===== src/logic/vipu_pkg.sv =====
// Constants, types and register map of the vectored interrupt priority unit
package vipu_pkg;

	// ----------------------------------------
	// Sizes
	// ----------------------------------------
	localparam int VIPU_LVLS = 8;
	localparam int VIPU_SRCS = 4;
	localparam int VIPU_NSRC = VIPU_LVLS * VIPU_SRCS;

	// ----------------------------------------
	// Register offsets
	// ----------------------------------------
	localparam logic [7:0] VIPU_OFS_FVP_HIGH = 8'hda;
	localparam logic [7:0] VIPU_OFS_FVP_LOW = 8'hdb;
	localparam logic [7:0] VIPU_OFS_REQ_STATUS = 8'hdc;
	localparam logic [7:0] VIPU_OFS_LEVEL_MASK = 8'hdd;
	localparam logic [7:0] VIPU_OFS_SYSTEM_MODE = 8'hde;
	localparam logic [7:0] VIPU_OFS_LEVEL_PRIO = 8'hff;

	// ----------------------------------------
	// Fields and reset values
	// ----------------------------------------
	localparam int VIPU_SYM_GIE = 0;
	localparam int VIPU_SYM_FAST_EN = 1;
	localparam int VIPU_SYM_FSEL_LSB = 2;
	localparam logic [7:0] VIPU_SYM_USED = 8'h9f;
	localparam logic [7:0] VIPU_RST_SYSTEM_MODE = 8'h00;
	localparam logic [7:0] VIPU_RST_REQ_STATUS = 8'h00;
	localparam logic [7:0] VIPU_RST_LEVEL_MASK = 8'h00;
	localparam logic [7:0] VIPU_RST_LEVEL_PRIO = 8'h00;
	localparam logic [7:0] VIPU_RST_FVP = 8'h00;
	// Levels whose pending flags are cleared by hardware on acknowledge
	localparam logic [7:0] VIPU_HW_CLR_LEVELS = 8'h0f;

	// ----------------------------------------
	// Entry timing
	// ----------------------------------------
	localparam int VIPU_NORMAL_ENTRY_CYC = 22;
	localparam int VIPU_FAST_ENTRY_CYC = 6;

	// ----------------------------------------
	// Group order lookup, index {prio7,prio4,prio1}; 0=A 1=B 2=C, first group in bits 5:4
	// ----------------------------------------
	localparam logic [47:0] VIPU_GRP_ORDER = {
		6'b00_10_01, // 111 unused, A > C > B
		6'b00_10_01, // 110 A > C > B
		6'b10_01_00, // 101 C > B > A
		6'b10_00_01, // 100 C > A > B
		6'b01_00_10, // 011 B > A > C
		6'b00_01_10, // 010 A > B > C
		6'b01_10_00, // 001 B > C > A
		6'b00_01_10  // 000 unused, A > B > C
	};

	// ----------------------------------------
	// Sequencer states
	// ----------------------------------------
	typedef enum logic [3:0] {
		VIPU_IDLE = 4'h0,
		VIPU_PUSH_H = 4'h1,
		VIPU_PUSH_F = 4'h3,
		VIPU_FETCH_H = 4'h2,
		VIPU_FETCH_L = 4'h6,
		VIPU_CAPT = 4'h7,
		VIPU_BRANCH = 4'h5,
		VIPU_FAST = 4'hc,
		VIPU_POP_F = 4'hd,
		VIPU_POP_H = 4'hf,
		VIPU_POP_L = 4'he
	} vipu_state_e;

endpackage : vipu_pkg


===== src/logic/vipu_core.sv =====
// Vectored interrupt priority unit: registers, pending flags, entry and return sequencer
// Functional notes
// - Highest level first; lowest vector within level
// - Groups A=0,1 B=2,3,4 C=5,6,7
// - Priority bits 7,4,1 order the groups
// - Bits 5,2,3,0 order levels inside groups
// - Status bit n shows request on level n
// - Status register read-only, zero after reset
// - Requests recorded while disabled, not serviced until enabled
// - Hardware pending flag set, pulsed, auto-cleared
// - Levels 0 to 3 are hardware-cleared
// - Service needs global enable, unmask, priority, source
// - Acknowledge at end of instruction cycle
// - Entry clears global enable, saves; only normal entry fetches vector
// - Return restores PC, flags, sets global enable
// - Push PC low, PC high, flags; fetch vector
// - Vectors even, in 00-FF, skip 3C-3F
// - Fast entry six cycles, normal twenty-two
// - Mode bits 4:2 pick fast level, bit1 enables
// - Fast entry swaps pointer, shadows flags, sets status
// - Fast return swaps back, restores flags, clears status
// - Global enable gates fast; mode bit1 switches it
// - Reset clears mode bits 7, 1, 0
// - Mask bit zero masks level, one enables
module vipu_core
	import vipu_pkg::*;
#(
	parameter logic [7:0] VEC_BASE = 8'hc0
)
(
	input wire logic clock,
	input wire logic rst,
	input wire logic [7:0] reg_addr,
	input wire logic reg_wr,
	input wire logic [7:0] reg_wdata,
	output logic [7:0] reg_rdata,
	input wire logic [vipu_pkg::VIPU_NSRC-1:0] src_event,
	input wire logic [vipu_pkg::VIPU_NSRC-1:0] src_flag,
	input wire logic [vipu_pkg::VIPU_NSRC-1:0] src_enable,
	input wire logic instr_end,
	input wire logic return_from_int,
	input wire logic global_int_on,
	input wire logic global_int_off,
	input wire logic [15:0] pc_in,
	input wire logic [7:0] flags_in,
	input wire logic [7:0] pop_data,
	input wire logic [7:0] vec_data,
	output logic irq_pulse,
	output logic int_acknowledge,
	output logic stack_push,
	output logic [7:0] stack_data,
	output logic stack_pop,
	output logic vec_rd,
	output logic [7:0] vec_addr,
	output logic pc_load,
	output logic [15:0] pc_value,
	output logic flags_load,
	output logic [7:0] flags_value,
	output logic fast_status
);

	import vipu_pkg::*;

	typedef struct packed {
		vipu_state_e st;
		logic [4:0] cnt;
		logic is_fast;
		logic [7:0] mask;
		logic [7:0] prio;
		logic [7:0] system_mode;
		logic [7:0] fvp_h;
		logic [7:0] fvp_l;
		logic [7:0] req_stat;
		logic [7:0] shadow;
		logic [VIPU_NSRC-1:0] hw_pend;
		logic [15:0] pc_save;
		logic [7:0] flags_save;
		logic [7:0] vec;
		logic [15:0] target;
		logic [7:0] rdata;
		logic irq;
		logic ack;
		logic push;
		logic [7:0] push_data;
		logic pop;
		logic vrd;
		logic [7:0] vaddr;
		logic pcl;
		logic [15:0] pcv;
		logic fll;
		logic [7:0] flv;
		logic fstat;
	} vipu_regs_s;

	vipu_regs_s r_reg;
	vipu_regs_s r_next;

	// ----------------------------------------
	// Pending flags and level requests
	// ----------------------------------------
	logic [VIPU_NSRC-1:0] pend;
	logic [VIPU_NSRC-1:0] hw_pend_next;
	logic [VIPU_NSRC-1:0] ack_clr;
	logic [VIPU_NSRC-1:0] hw_evt;
	logic [7:0] lvl_req;
	logic [VIPU_SRCS-1:0] lvl_src [VIPU_LVLS];

	genvar gi;
	generate
		for (gi = 0; gi < VIPU_NSRC; gi++) begin : g_src
			localparam int LV = gi / VIPU_SRCS;
			if (VIPU_HW_CLR_LEVELS[LV]) begin : g_hw
				// Set wins over the acknowledge clear so a back-to-back event is kept
				assign hw_pend_next[gi] = src_event[gi] | (r_reg.hw_pend[gi] & ~ack_clr[gi]);
				assign pend[gi] = r_reg.hw_pend[gi];
				assign hw_evt[gi] = src_event[gi] & src_enable[gi];
			end else begin : g_sw
				// Peripheral holds its own pending bit until software clears it
				assign hw_pend_next[gi] = 1'b0;
				assign pend[gi] = src_flag[gi];
				assign hw_evt[gi] = 1'b0;
			end
			assign lvl_src[LV][gi % VIPU_SRCS] = pend[gi] & src_enable[gi];
		end
		for (gi = 0; gi < VIPU_LVLS; gi++) begin : g_lvl
			assign lvl_req[gi] = |lvl_src[gi];
		end
	endgenerate

	// ----------------------------------------
	// Priority and vector selection
	// ----------------------------------------
	logic win_found;
	logic [2:0] win_lvl;
	logic [1:0] win_src;
	logic [7:0] win_vec;
	logic win_fast;
	logic accept;

	vipu_prio_resolve u_resolve (
		.req(r_reg.req_stat & r_reg.mask),
		.prio(r_reg.prio),
		.found(win_found),
		.level(win_lvl)
	);

	always_comb begin
		win_src = 2'h0;
		for (int s = VIPU_SRCS - 1; s >= 0; s--) begin
			if (lvl_src[win_lvl][s]) begin
				win_src = s[1:0];
			end
		end
		win_vec = VEC_BASE + {2'h0, win_lvl, win_src, 1'b0};
		win_fast = r_reg.system_mode[VIPU_SYM_FAST_EN] &&
			(r_reg.system_mode[VIPU_SYM_FSEL_LSB +: 3] == win_lvl);
		// Status register only feeds service once the request is still live
		accept = (r_reg.st == VIPU_IDLE) && instr_end && !return_from_int &&
			r_reg.system_mode[VIPU_SYM_GIE] && win_found && lvl_req[win_lvl];
		ack_clr = '0;
		if (accept) begin
			ack_clr[{win_lvl, win_src}] = 1'b1;
		end
	end

	// ----------------------------------------
	// Next-state logic
	// ----------------------------------------
	always_comb begin
		r_next = r_reg;
		r_next.irq = |hw_evt;
		r_next.ack = 1'b0;
		r_next.push = 1'b0;
		r_next.pop = 1'b0;
		r_next.vrd = 1'b0;
		r_next.pcl = 1'b0;
		r_next.fll = 1'b0;
		r_next.hw_pend = hw_pend_next;
		r_next.req_stat = lvl_req;
		r_next.cnt = r_reg.cnt + 5'h1;

		// Register writes; the status register ignores writes
		if (reg_wr) begin
			case (reg_addr)
				VIPU_OFS_FVP_HIGH: r_next.fvp_h = reg_wdata;
				VIPU_OFS_FVP_LOW: r_next.fvp_l = reg_wdata;
				VIPU_OFS_LEVEL_MASK: r_next.mask = reg_wdata;
				VIPU_OFS_SYSTEM_MODE: r_next.system_mode = reg_wdata & VIPU_SYM_USED;
				VIPU_OFS_LEVEL_PRIO: r_next.prio = reg_wdata;
				default: r_next.mask = r_next.mask;
			endcase
		end
		if (global_int_on) begin
			r_next.system_mode[VIPU_SYM_GIE] = 1'b1;
		end
		if (global_int_off) begin
			r_next.system_mode[VIPU_SYM_GIE] = 1'b0;
		end

		// Read port, registered; unmapped addresses read zero
		case (reg_addr)
			VIPU_OFS_FVP_HIGH: r_next.rdata = r_reg.fvp_h;
			VIPU_OFS_FVP_LOW: r_next.rdata = r_reg.fvp_l;
			VIPU_OFS_REQ_STATUS: r_next.rdata = r_reg.req_stat;
			VIPU_OFS_LEVEL_MASK: r_next.rdata = r_reg.mask;
			VIPU_OFS_SYSTEM_MODE: r_next.rdata = r_reg.system_mode;
			VIPU_OFS_LEVEL_PRIO: r_next.rdata = r_reg.prio;
			default: r_next.rdata = 8'h00;
		endcase

		case (r_reg.st)
			VIPU_IDLE: begin
				if (return_from_int && r_reg.fstat) begin
					// Swap pointer and PC back, restore shadow flags
					r_next.pcl = 1'b1;
					r_next.pcv = {r_reg.fvp_h, r_reg.fvp_l};
					{r_next.fvp_h, r_next.fvp_l} = pc_in;
					r_next.fll = 1'b1;
					r_next.flv = r_reg.shadow;
					r_next.fstat = 1'b0;
					r_next.system_mode[VIPU_SYM_GIE] = 1'b1;
				end else if (return_from_int) begin
					r_next.pop = 1'b1;
					r_next.st = VIPU_POP_F;
				end else if (accept) begin
					// Entry always wins over a register write to the enable bit
					r_next.system_mode[VIPU_SYM_GIE] = 1'b0;
					r_next.ack = 1'b1;
					r_next.cnt = 5'h1;
					r_next.is_fast = win_fast;
					r_next.vec = win_vec;
					if (win_fast) begin
						r_next.target = {r_reg.fvp_h, r_reg.fvp_l};
						{r_next.fvp_h, r_next.fvp_l} = pc_in;
						r_next.shadow = flags_in;
						r_next.st = VIPU_FAST;
					end else begin
						r_next.pc_save = pc_in;
						r_next.flags_save = flags_in;
						r_next.push = 1'b1;
						r_next.push_data = pc_in[7:0];
						r_next.st = VIPU_PUSH_H;
					end
				end
			end
			VIPU_PUSH_H: begin
				r_next.push = 1'b1;
				r_next.push_data = r_reg.pc_save[15:8];
				r_next.st = VIPU_PUSH_F;
			end
			VIPU_PUSH_F: begin
				r_next.push = 1'b1;
				r_next.push_data = r_reg.flags_save;
				r_next.st = VIPU_FETCH_H;
			end
			VIPU_FETCH_H: begin
				r_next.vrd = 1'b1;
				r_next.vaddr = r_reg.vec;
				r_next.st = VIPU_FETCH_L;
			end
			VIPU_FETCH_L: begin
				r_next.vrd = 1'b1;
				r_next.vaddr = r_reg.vec + 8'h01;
				r_next.st = VIPU_CAPT;
			end
			VIPU_CAPT: begin
				r_next.target[15:8] = vec_data;
				r_next.st = VIPU_BRANCH;
			end
			VIPU_BRANCH: begin
				if (r_reg.cnt == 5'(VIPU_NORMAL_ENTRY_CYC - 1)) begin
					r_next.pcl = 1'b1;
					r_next.pcv = r_reg.target;
					r_next.st = VIPU_IDLE;
				end
				if (r_reg.cnt == 5'h8) begin
					r_next.target[7:0] = vec_data;
				end
			end
			VIPU_FAST: begin
				if (r_reg.cnt == 5'(VIPU_FAST_ENTRY_CYC - 1)) begin
					r_next.pcl = 1'b1;
					r_next.pcv = r_reg.target;
					r_next.fstat = 1'b1;
					r_next.st = VIPU_IDLE;
				end
			end
			VIPU_POP_F: begin
				r_next.pop = 1'b1;
				r_next.flags_save = pop_data;
				r_next.st = VIPU_POP_H;
			end
			VIPU_POP_H: begin
				r_next.pop = 1'b1;
				r_next.pc_save[15:8] = pop_data;
				r_next.st = VIPU_POP_L;
			end
			VIPU_POP_L: begin
				r_next.pcl = 1'b1;
				r_next.pcv = {r_reg.pc_save[15:8], pop_data};
				r_next.fll = 1'b1;
				r_next.flv = r_reg.flags_save;
				r_next.system_mode[VIPU_SYM_GIE] = 1'b1;
				r_next.st = VIPU_IDLE;
			end
			default: begin
				r_next.st = VIPU_IDLE;
			end
		endcase
	end

	// ----------------------------------------
	// State register
	// ----------------------------------------
	always_ff @(posedge clock or posedge rst) begin
		if (rst) begin
			r_reg <= '0;
			r_reg.st <= VIPU_IDLE;
			r_reg.system_mode <= VIPU_RST_SYSTEM_MODE;
			r_reg.req_stat <= VIPU_RST_REQ_STATUS;
			r_reg.mask <= VIPU_RST_LEVEL_MASK;
			r_reg.prio <= VIPU_RST_LEVEL_PRIO;
			r_reg.fvp_h <= VIPU_RST_FVP;
			r_reg.fvp_l <= VIPU_RST_FVP;
		end else begin
			r_reg <= r_next;
		end
	end

	assign reg_rdata = r_reg.rdata;
	assign irq_pulse = r_reg.irq;
	assign int_acknowledge = r_reg.ack;
	assign stack_push = r_reg.push;
	assign stack_data = r_reg.push_data;
	assign stack_pop = r_reg.pop;
	assign vec_rd = r_reg.vrd;
	assign vec_addr = r_reg.vaddr;
	assign pc_load = r_reg.pcl;
	assign pc_value = r_reg.pcv;
	assign flags_load = r_reg.fll;
	assign flags_value = r_reg.flv;
	assign fast_status = r_reg.fstat;

	// ----------------------------------------
	// Assertions
	// ----------------------------------------
	property p_ack_clears_gie;
		@(posedge clock) disable iff (rst)
		r_reg.ack |-> $past(r_reg.system_mode[VIPU_SYM_GIE]) && !r_reg.system_mode[VIPU_SYM_GIE];
	endproperty
	a_ack_clears_gie: assert property (p_ack_clears_gie) else $error("ack without enable or enable not cleared");

	property p_no_ack_disabled;
		@(posedge clock) disable iff (rst)
		!r_reg.system_mode[VIPU_SYM_GIE] && !global_int_on && !reg_wr |=> !r_reg.ack;
	endproperty
	a_no_ack_disabled: assert property (p_no_ack_disabled) else $error("serviced while globally disabled");

	// Entry length is carried by the sequencer's own counter instead of a long repetition
	property p_normal_len;
		@(posedge clock) disable iff (rst)
		r_reg.ack && !r_reg.is_fast |-> ##21 (r_reg.pcl && r_reg.cnt == 5'(VIPU_NORMAL_ENTRY_CYC));
	endproperty
	a_normal_len: assert property (p_normal_len) else $error("normal entry not 22 cycles");

	property p_branch_at_count;
		@(posedge clock) disable iff (rst)
		r_reg.pcl && $past(r_reg.st) == VIPU_BRANCH |-> r_reg.cnt == 5'(VIPU_NORMAL_ENTRY_CYC);
	endproperty
	a_branch_at_count: assert property (p_branch_at_count) else $error("branch before entry count");

	property p_fast_len;
		@(posedge clock) disable iff (rst)
		r_reg.ack && r_reg.is_fast |-> ##5 (r_reg.pcl && r_reg.fstat && !r_reg.push);
	endproperty
	a_fast_len: assert property (p_fast_len) else $error("fast entry not 6 cycles");

	property p_push_order;
		@(posedge clock) disable iff (rst)
		r_reg.ack && !r_reg.is_fast |-> r_reg.push && r_reg.push_data == r_reg.pc_save[7:0]
			##1 r_reg.push && r_reg.push_data == r_reg.pc_save[15:8]
			##1 r_reg.push && r_reg.push_data == r_reg.flags_save ##1 !r_reg.push ##1 r_reg.vrd;
	endproperty
	a_push_order: assert property (p_push_order) else $error("entry push order wrong");

	property p_vec_legal;
		@(posedge clock) disable iff (rst)
		r_reg.vrd && !$past(r_reg.vrd) |-> !r_reg.vaddr[0] && (r_reg.vaddr[7:2] != 6'h0f);
	endproperty
	a_vec_legal: assert property (p_vec_legal) else $error("vector address odd or reserved");

	property p_return_restores;
		@(posedge clock) disable iff (rst)
		r_reg.st == VIPU_IDLE && return_from_int && !r_reg.fstat |=> r_reg.pop ##2 r_reg.pop
			##1 (r_reg.pcl && r_reg.fll && r_reg.system_mode[VIPU_SYM_GIE]);
	endproperty
	a_return_restores: assert property (p_return_restores) else $error("return did not restore");

	property p_fast_return;
		@(posedge clock) disable iff (rst)
		r_reg.st == VIPU_IDLE && return_from_int && r_reg.fstat |=>
			r_reg.pcl && !r_reg.fstat && r_reg.flv == $past(r_reg.shadow) && {r_reg.fvp_h, r_reg.fvp_l} == $past(pc_in);
	endproperty
	a_fast_return: assert property (p_fast_return) else $error("fast return swap wrong");

	property p_hw_pulse;
		@(posedge clock) disable iff (rst)
		|hw_evt |=> r_reg.irq && (r_reg.hw_pend & $past(hw_evt)) == $past(hw_evt);
	endproperty
	a_hw_pulse: assert property (p_hw_pulse) else $error("hardware pending not set or pulsed");

endmodule : vipu_core


===== src/logic/vipu_prio_resolve.sv =====
// Level priority resolver: group and subgroup ordering from the priority register
module vipu_prio_resolve
	import vipu_pkg::*;
(
	input wire logic [7:0] req,
	input wire logic [7:0] prio,
	output logic found,
	output logic [2:0] level
);

	logic [2:0] seq [8];
	logic [5:0] order;
	logic [2:0] a0, a1, b0, b1, b2, b3a, b3b, c0, c1, c2;
	int k;

	always_comb begin
		order = VIPU_GRP_ORDER[{prio[7], prio[4], prio[1]} * 6 +: 6];
		// Group A ordering
		a0 = prio[0] ? 3'h1 : 3'h0;
		a1 = prio[0] ? 3'h0 : 3'h1;
		// Group B: subgroup of levels 3 and 4, then level 2 against it
		b3a = prio[3] ? 3'h4 : 3'h3;
		b3b = prio[3] ? 3'h3 : 3'h4;
		b0 = prio[2] ? b3a : 3'h2;
		b1 = prio[2] ? b3b : b3a;
		b2 = prio[2] ? 3'h2 : b3b;
		// Group C ordering
		c0 = prio[5] ? 3'h7 : 3'h5;
		c1 = 3'h6;
		c2 = prio[5] ? 3'h5 : 3'h7;
		for (int i = 0; i < 8; i++) begin
			seq[i] = 3'h0;
		end
		k = 0;
		for (int g = 2; g >= 0; g--) begin
			case (order[g*2 +: 2])
				2'h0: begin
					seq[k] = a0;
					seq[k+1] = a1;
					k = k + 2;
				end
				2'h1: begin
					seq[k] = b0;
					seq[k+1] = b1;
					seq[k+2] = b2;
					k = k + 3;
				end
				default: begin
					seq[k] = c0;
					seq[k+1] = c1;
					seq[k+2] = c2;
					k = k + 3;
				end
			endcase
		end
		// Scan from lowest priority so the highest requester is written last
		found = 1'b0;
		level = 3'h0;
		for (int j = 7; j >= 0; j--) begin
			if (req[seq[j]]) begin
				found = 1'b1;
				level = seq[j];
			end
		end
	end

endmodule : vipu_prio_resolve


===== config.mk =====
export PLATFORM = sky130hd
export DESIGN_NAME = vipu_core
export DESIGN_NICKNAME = d
export VERILOG_FILES = /design/src/logic/vipu_pkg.sv /design/src/logic/vipu_core.sv /design/src/logic/vipu_prio_resolve.sv
export SDC_FILE = /design/constraint.sdc
export NUM_CORES = 1
export LEC_CHECK = 0
export ABC_AREA = 1
export BUFFER_PORTS_ARGS = -buffer_cell sky130_fd_sc_hd__buf_4
export CAP_MARGIN = 20
export CORE_UTILIZATION = 55
export CTS_BUF_LIST = sky130_fd_sc_hd__clkbuf_16
export DETAILED_ROUTE_END_ITERATION = 12
export MAX_ROUTING_LAYER = met4
export PLACE_DENSITY = 0.82
export SLEW_MARGIN = 20
export SYNTH_ARGS = -nofsm -noshare
export SYNTH_HDL_FRONTEND = slang
export SYNTH_SLANG_ARGS = --single-unit

===== constraint.sdc =====
create_clock -name clock -period 6.8 [get_ports clock]
set_input_delay 1.36 -clock clock [delete_from_list [all_inputs] [get_ports clock]]
set_output_delay 1.36 -clock clock [all_outputs]
set_load 0.005 [all_outputs]

### Word-level counts from Yosys, hierarchy flattened

Cells that the tools add are included.

* flip-flop bits (word level): 184
* output and inout port bits: 56
* word-level logic and storage cells: 397

* add/subtract/negate cells: 8
* $mul: 1
* order comparisons: 24
* equal/unequal tests: 33
* shifts and indexed selects: 1
* mux-type cells: 133
* bitwise operators: 113
* reduce and logical (&&, ||, !) cells: 53

Operator list (number)
* bitwise mux 24 bit: 14
* >= comparator 32 x 4 -> 1 bit, second input constant: 6
* less-than comparator 32 x 1 -> 1 bit, second input constant: 6
* NOT 32 bit: 5
* 2-to-1 mux 48 bit: 3
* 2-to-1 mux 17 bit: 6
* case mux 24 bit (2 select lines): 2
* case mux 17 bit (4 select lines): 1
* AND 1 bit: 64
* 2-to-1 mux 16 bit: 4
* case mux 8 bit (2 select lines): 4
* 2-to-1 mux 3 bit: 19
* demux 3 bit (select 3 bit): 6
* == test 8 bit, second input constant: 6
* case mux 8 bit (6 select lines): 1
* variable part select 48 x 7 -> 6 bit, first input constant: 1
* 2-to-1 mux 10 bit: 4
* case mux 4 bit (10 select lines): 1
* less-than comparator 3 x 4 -> 1 bit, second input constant: 9
* case mux 9 bit (2 select lines): 2
* adder 32 x 2 -> 32 bit, second input constant: 1
* adder 32 x 3 -> 32 bit, second input constant: 1
* 2-to-1 mux 32 bit: 1
* NOT 2 -> 32 bit: 1
* 58 further kinds: 198

### Depth between registers and ports, before layout

* depth in word-level cells: 44
* mapped depth: 42
* mapped depth without buffers: 41

### Hierarchy

From an unflattened synthesis, not the netlist that was laid out.

* cell total of the unflattened synthesis: 1579
* area total of the unflattened synthesis: 10859.2 sq um

Modules (own cells, without submodules)
* vipu_core: times used 1, cells each 1263, area each 9354.0 sq um, seq. area each 4304.1 sq um
* vipu_prio_resolve: times used 1, cells each 316, area each 1505.2 sq um, seq. area each 0.0 sq um

### Least setup slack after synthesis

No wires, ideal clock.

* path type: reg-to-reg
* start point: register r_reg[183] (netlist name)
* end point: register r_reg[66] in the netlist's numbering
* arrival: 3995 ps
* setup slack: 2684 ps
* cell stages (with the launch flop): 36
* path buffers: 4
* cell sequence: dfrtp_1 buf_6 inv_4 nand2_2 nand2_8 nand2_2 ha_1 buf_2 nand3_1 nor2_1 nor2_2 nand3_1 nand3_1 nand2_2 nand2_2 nand2_1 nand3_1 nand2_1 nand2_1 nand2_2 inv_2 nand2_1 nand3_1 nand2_1 nand2_2 nand2_4 nand2_4 buf_6 xor2_1 inv_2 nand4_4 inv_4 nand2_4 a21oi_4 buf_6 o21ai_1

* longest elaborated chain between the ends: 33
* elaborated cells between the ends (all ways): 116
* classes of those cells: add/sub: 5; mul: 1; order compare: 12; eq/ne: 6; shift: 1; mux: 66; bitwise: 12; reduce/logical: 13

RTL lines
* multiplier 3 x 2 -> 5 bit *: line vipu_prio_resolve.sv:17 `order = VIPU_GRP_ORDER[{prio[7], prio[4], prio[1]} * 6 +: 6];`
* variable part select 48 x 7 -> 6 bit *: line vipu_prio_resolve.sv:17
* branches (longest 15 deep; another with adder 32 x 2 -> 32 bit)
* case mux 24 bit (2 select lines) *: line vipu_prio_resolve.sv:36 `case (order[g*2 +: 2])`
* binary-select mux 1 bit (select 3 bit): line vipu_prio_resolve.sv:60 `if (req[seq[j]]) begin`
* 2-to-1 mux 1 bit (implied by the code): line vipu_prio_resolve.sv:60
* 2-to-1 mux 3 bit (8 in series): line vipu_prio_resolve.sv:60
* binary-select mux 1 bit (select 3 bit): line vipu_core.sv:159 `r_reg.system_mode[VIPU_SYM_GIE] && win_found && lvl_req[win_lvl];`
* 2-to-1 mux 1 bit (implied by the code): line vipu_core.sv:159
* logical AND 1 bit: line vipu_core.sv:159
* inequality test 2 bit (no line)
* AND reduction 5 bit (no line) *
* end signal, assigned: line vipu_core.sv:326 `r_reg <= r_next;`
* end, declared: line vipu_core.sv:95 `vipu_regs_s r_reg;`

Mark *: on every way between the ends. The select of a mux whose other input is x is not followed.
A chain may end at the register's enable or synchronous reset.

### Final worst setup path

* start point: register r_reg[183] (netlist name)
* end point: register r_reg[70] in the netlist's numbering

* longest elaborated chain between the ends: 33
* elaborated cells between the ends (all ways): 116
* classes of those cells: add/sub: 5; mul: 1; order compare: 12; eq/ne: 6; shift: 1; mux: 66; bitwise: 12; reduce/logical: 13

RTL lines (line)
* multiplier 3 x 2 -> 5 bit *: vipu_prio_resolve.sv:17
* variable part select 48 x 7 -> 6 bit *: vipu_prio_resolve.sv:17
* branches (longest 15 deep; another with adder 32 x 2 -> 32 bit)
* case mux 24 bit (2 select lines) *: vipu_prio_resolve.sv:36
* binary-select mux 1 bit (select 3 bit): vipu_prio_resolve.sv:60
* 2-to-1 mux 1 bit (implied by the code): vipu_prio_resolve.sv:60
* 2-to-1 mux 3 bit (8 in series): vipu_prio_resolve.sv:60
* binary-select mux 1 bit (select 3 bit): vipu_core.sv:159
* 2-to-1 mux 1 bit (implied by the code): vipu_core.sv:159
* logical AND 1 bit: vipu_core.sv:159
* inequality test 2 bit (no line)
* AND reduction 5 bit (no line) *

Marks and branches as above.

==> impl_metrics.env <==
export IMPL_syn_inst=1601
export IMPL_viasPerCell=5.60
export IMPL_arrival_ns=6.33
export IMPL_ys_ff_latch=172
export IMPL_syn_area_um2=11300
export IMPL_area_growth_pct=16.1
export IMPL_whs_ns=0.464
export IMPL_dieArea_um2=21000
export IMPL_drive_above_1_share=0.173
export IMPL_tritoncts="built"
export IMPL_synth_area_top_cells="dfrtp_1 (38%), nand2_1 (17%), inv_1 (6.6%)"
export IMPL_seq_area_frac_synth=0.382
export IMPL_largest_reg_flops=101
export IMPL_post_cts_buffers=0
export IMPL_period_share=0.876
export IMPL_p_per_area_nw_per_um2=307
export IMPL_fp_dieW_um=145
export IMPL_cts_hold_buf=0
export IMPL_tightest_slew_ns=1.14
export IMPL_cts_root_buffer="clkbuf_16"
export IMPL_end_kind="register"
export IMPL_setup_violations_final=0
export IMPL_drc_errors=0
export IMPL_final_area_um2=13100
export IMPL_cp_start_kind="register"
export IMPL_vdd_drop_max_uv=205
export IMPL_fin_skew_ns=0.0160
export IMPL_drtIter0Drc=1128
export IMPL_fin_cells=2007
export IMPL_critPathMaxStageDelay_ns=0.71
export IMPL_ant_nets=0
export IMPL_clockBufferDepth=2
export IMPL_routed_wl_um=35000
export IMPL_htree_levels=4
export IMPL_filler_cell_count=1792
export IMPL_outcome="finished clean"
export IMPL_cp_max_fo=33
export IMPL_cts_sinks=172
export IMPL_dpl_cell_area_um2=12500
export IMPL_clock_latency_ns=0.45
export IMPL_relSlewSlack=0.234
export IMPL_synth_commonest_cells="nand2_1 (524), inv_1 (197), dfrtp_1 (172)"
export IMPL_grt_max_degree=73
export IMPL_synth_top_area_share=0.382
export IMPL_start_util=0.569
export IMPL_synthFlopType="dfrtp_1"
export IMPL_insertedDiodeCount=0
export IMPL_grt_pass1_vias=10500
export IMPL_fin_crit_ns=5.96
export IMPL_synth_nets=1776
export IMPL_first_pass_iters=11
export IMPL_cts_made_buffers=17
export IMPL_ios=215
export IMPL_io_buffers=182
export IMPL_fin_util=0.661
export IMPL_dp_slack_ns=0.956
export IMPL_hold_violations=0
export IMPL_grt_first_pass_wirelength_um=55900
export IMPL_fin_nets=1904
export IMPL_total_power_mw=4.01
export IMPL_avgSynthCellArea_um2=7.03
export IMPL_wl_per_cell_um=17.4
export IMPL_leakage_nw=6.82
export IMPL_ys_warnings_count=0
export IMPL_rows=51
export IMPL_hp_class="register to register"
export IMPL_crit_type="register to register"
export IMPL_post_cts_resized=0
export IMPL_tns_ns=0
export IMPL_yosysTopAreaCell="dfrtp_1"
export IMPL_critPathRequiredTime_ns=7.17
export IMPL_synth_most_common_cell="nand2_1"
export IMPL_rsz0062_at_grt="no"
export IMPL_synthArstFlopShare=1.00
export IMPL_fmax_ghz=0.168
export IMPL_yosysUniqueCellTypes=54
export IMPL_gp_congestion=0.949
export IMPL_slew_violations=0
export IMPL_antenna_found_initial=0
export IMPL_route_vias_total=11200
export IMPL_grt_overflow=0
export IMPL_core_area_um2=19800
export IMPL_synth_edff_count=0
export IMPL_dp_cells=1975
export IMPL_setup_ws_ns=0.845
export IMPL_path_clk_slew_ns=0.08
export IMPL_grt_use_total=0.348
export IMPL_slowest_stage="dfrtp_1"
export IMPL_cap_violations=0
export IMPL_cp_common_cell="nand2_1"
export IMPL_dp_hpwl_um=26700
export IMPL_fp_dieH_um=145
## path summary, 6_finish.rpt
kind,cells past startpoint,slack [ns],from,endpoint
min,2,0.46,r_reg[78]$_DFFE_PP0P_,r_reg[78]$_DFFE_PP0P_
max in group asynchronous,3,4.71,rst,r_reg[152]$_DFF_PP0_
max,32,0.84,r_reg[183]$_DFFE_PP0P_,r_reg[70]$_DFFE_PP0P_
max reg2reg,32,0.84,r_reg[183]$_DFFE_PP0P_,r_reg[70]$_DFFE_PP0P_
min reg2reg,2,0.46,r_reg[78]$_DFFE_PP0P_,r_reg[78]$_DFFE_PP0P_
min in group asynchronous,2,0.88,rst,vec_rd$_DFF_PP0_
## report_power, final
part / total, mW / internal, mW / leakage, nW / switching (mW)
Sequential: 1.48 / 1.28 / 2.14 / 0.201
Clock: 0.997 / 0.527 / 0.292 / 0.471
Combinational: 1.53 / 0.559 / 4.39 / 0.972
Total: 4.01 / 2.37 / 6.82 / 1.64
## cell families (layout without fill, tap and decap cells)
logic type,after synthesis,after routing,synth area share
flops,172,172,0.382
xor+xnor,6,6,0.00534
buf+inv,301,442,0.123
fa+ha+maj,16,16,0.0178
compound gates,300,300,0.157
simple gates,806,806,0.314
## layer usage
metal / track usage / up-vias / wire length (µm)
li1: - / 5407 / -
met1: 0.478 / 5210 / 15100
met2: 0.510 / 549 / 15600
met3: 0.0840 / 64 / 3600
met4: 0.0974 / 0 / 703
met5: - / - / 0
## critical path, delay by kind of cell, from the launching register on
| kind | cells | cell delay (ns) |
|---|---|---|
| DFF | 1 | 0.71 |
| AOI/OAI and AO/OA | 3 | 0.57 |
| adders and majority gates | 1 | 0.69 |
| and+or+nand+nor | 24 | 3.52 |
| buffers and inverters | 4 | 0.37 |
## layout make-up
cell class	instances	area [µm²]	area share
clock buffer	17	425	0.0326
clock inverter	15	179	0.0137
inverter	220	838	0.0641
multi-input combinational	1128	5560	0.426
sequential	172	4300	0.329
tap	265	332	0.0254
timing repair buffer	190	1430	0.109
## layout by cell type (no fill, tap or decap), types with 12 or more instances in the layout
master,n
dfrtp_1,172
a21oi_1,62
o21ai_1,56
nand3_1,104
inv_2,16
ha_1,16
nor3_1,17
o22ai_1,22
nand4_1,26
nor2_1,74
nand2_2,25
inv_1,196
nand2_1,524
a22oi_1,12
buf_4,190
o21ai_0,92
clkbuf_16,17
No activity file was read; power rests on OpenSTA's default activity.
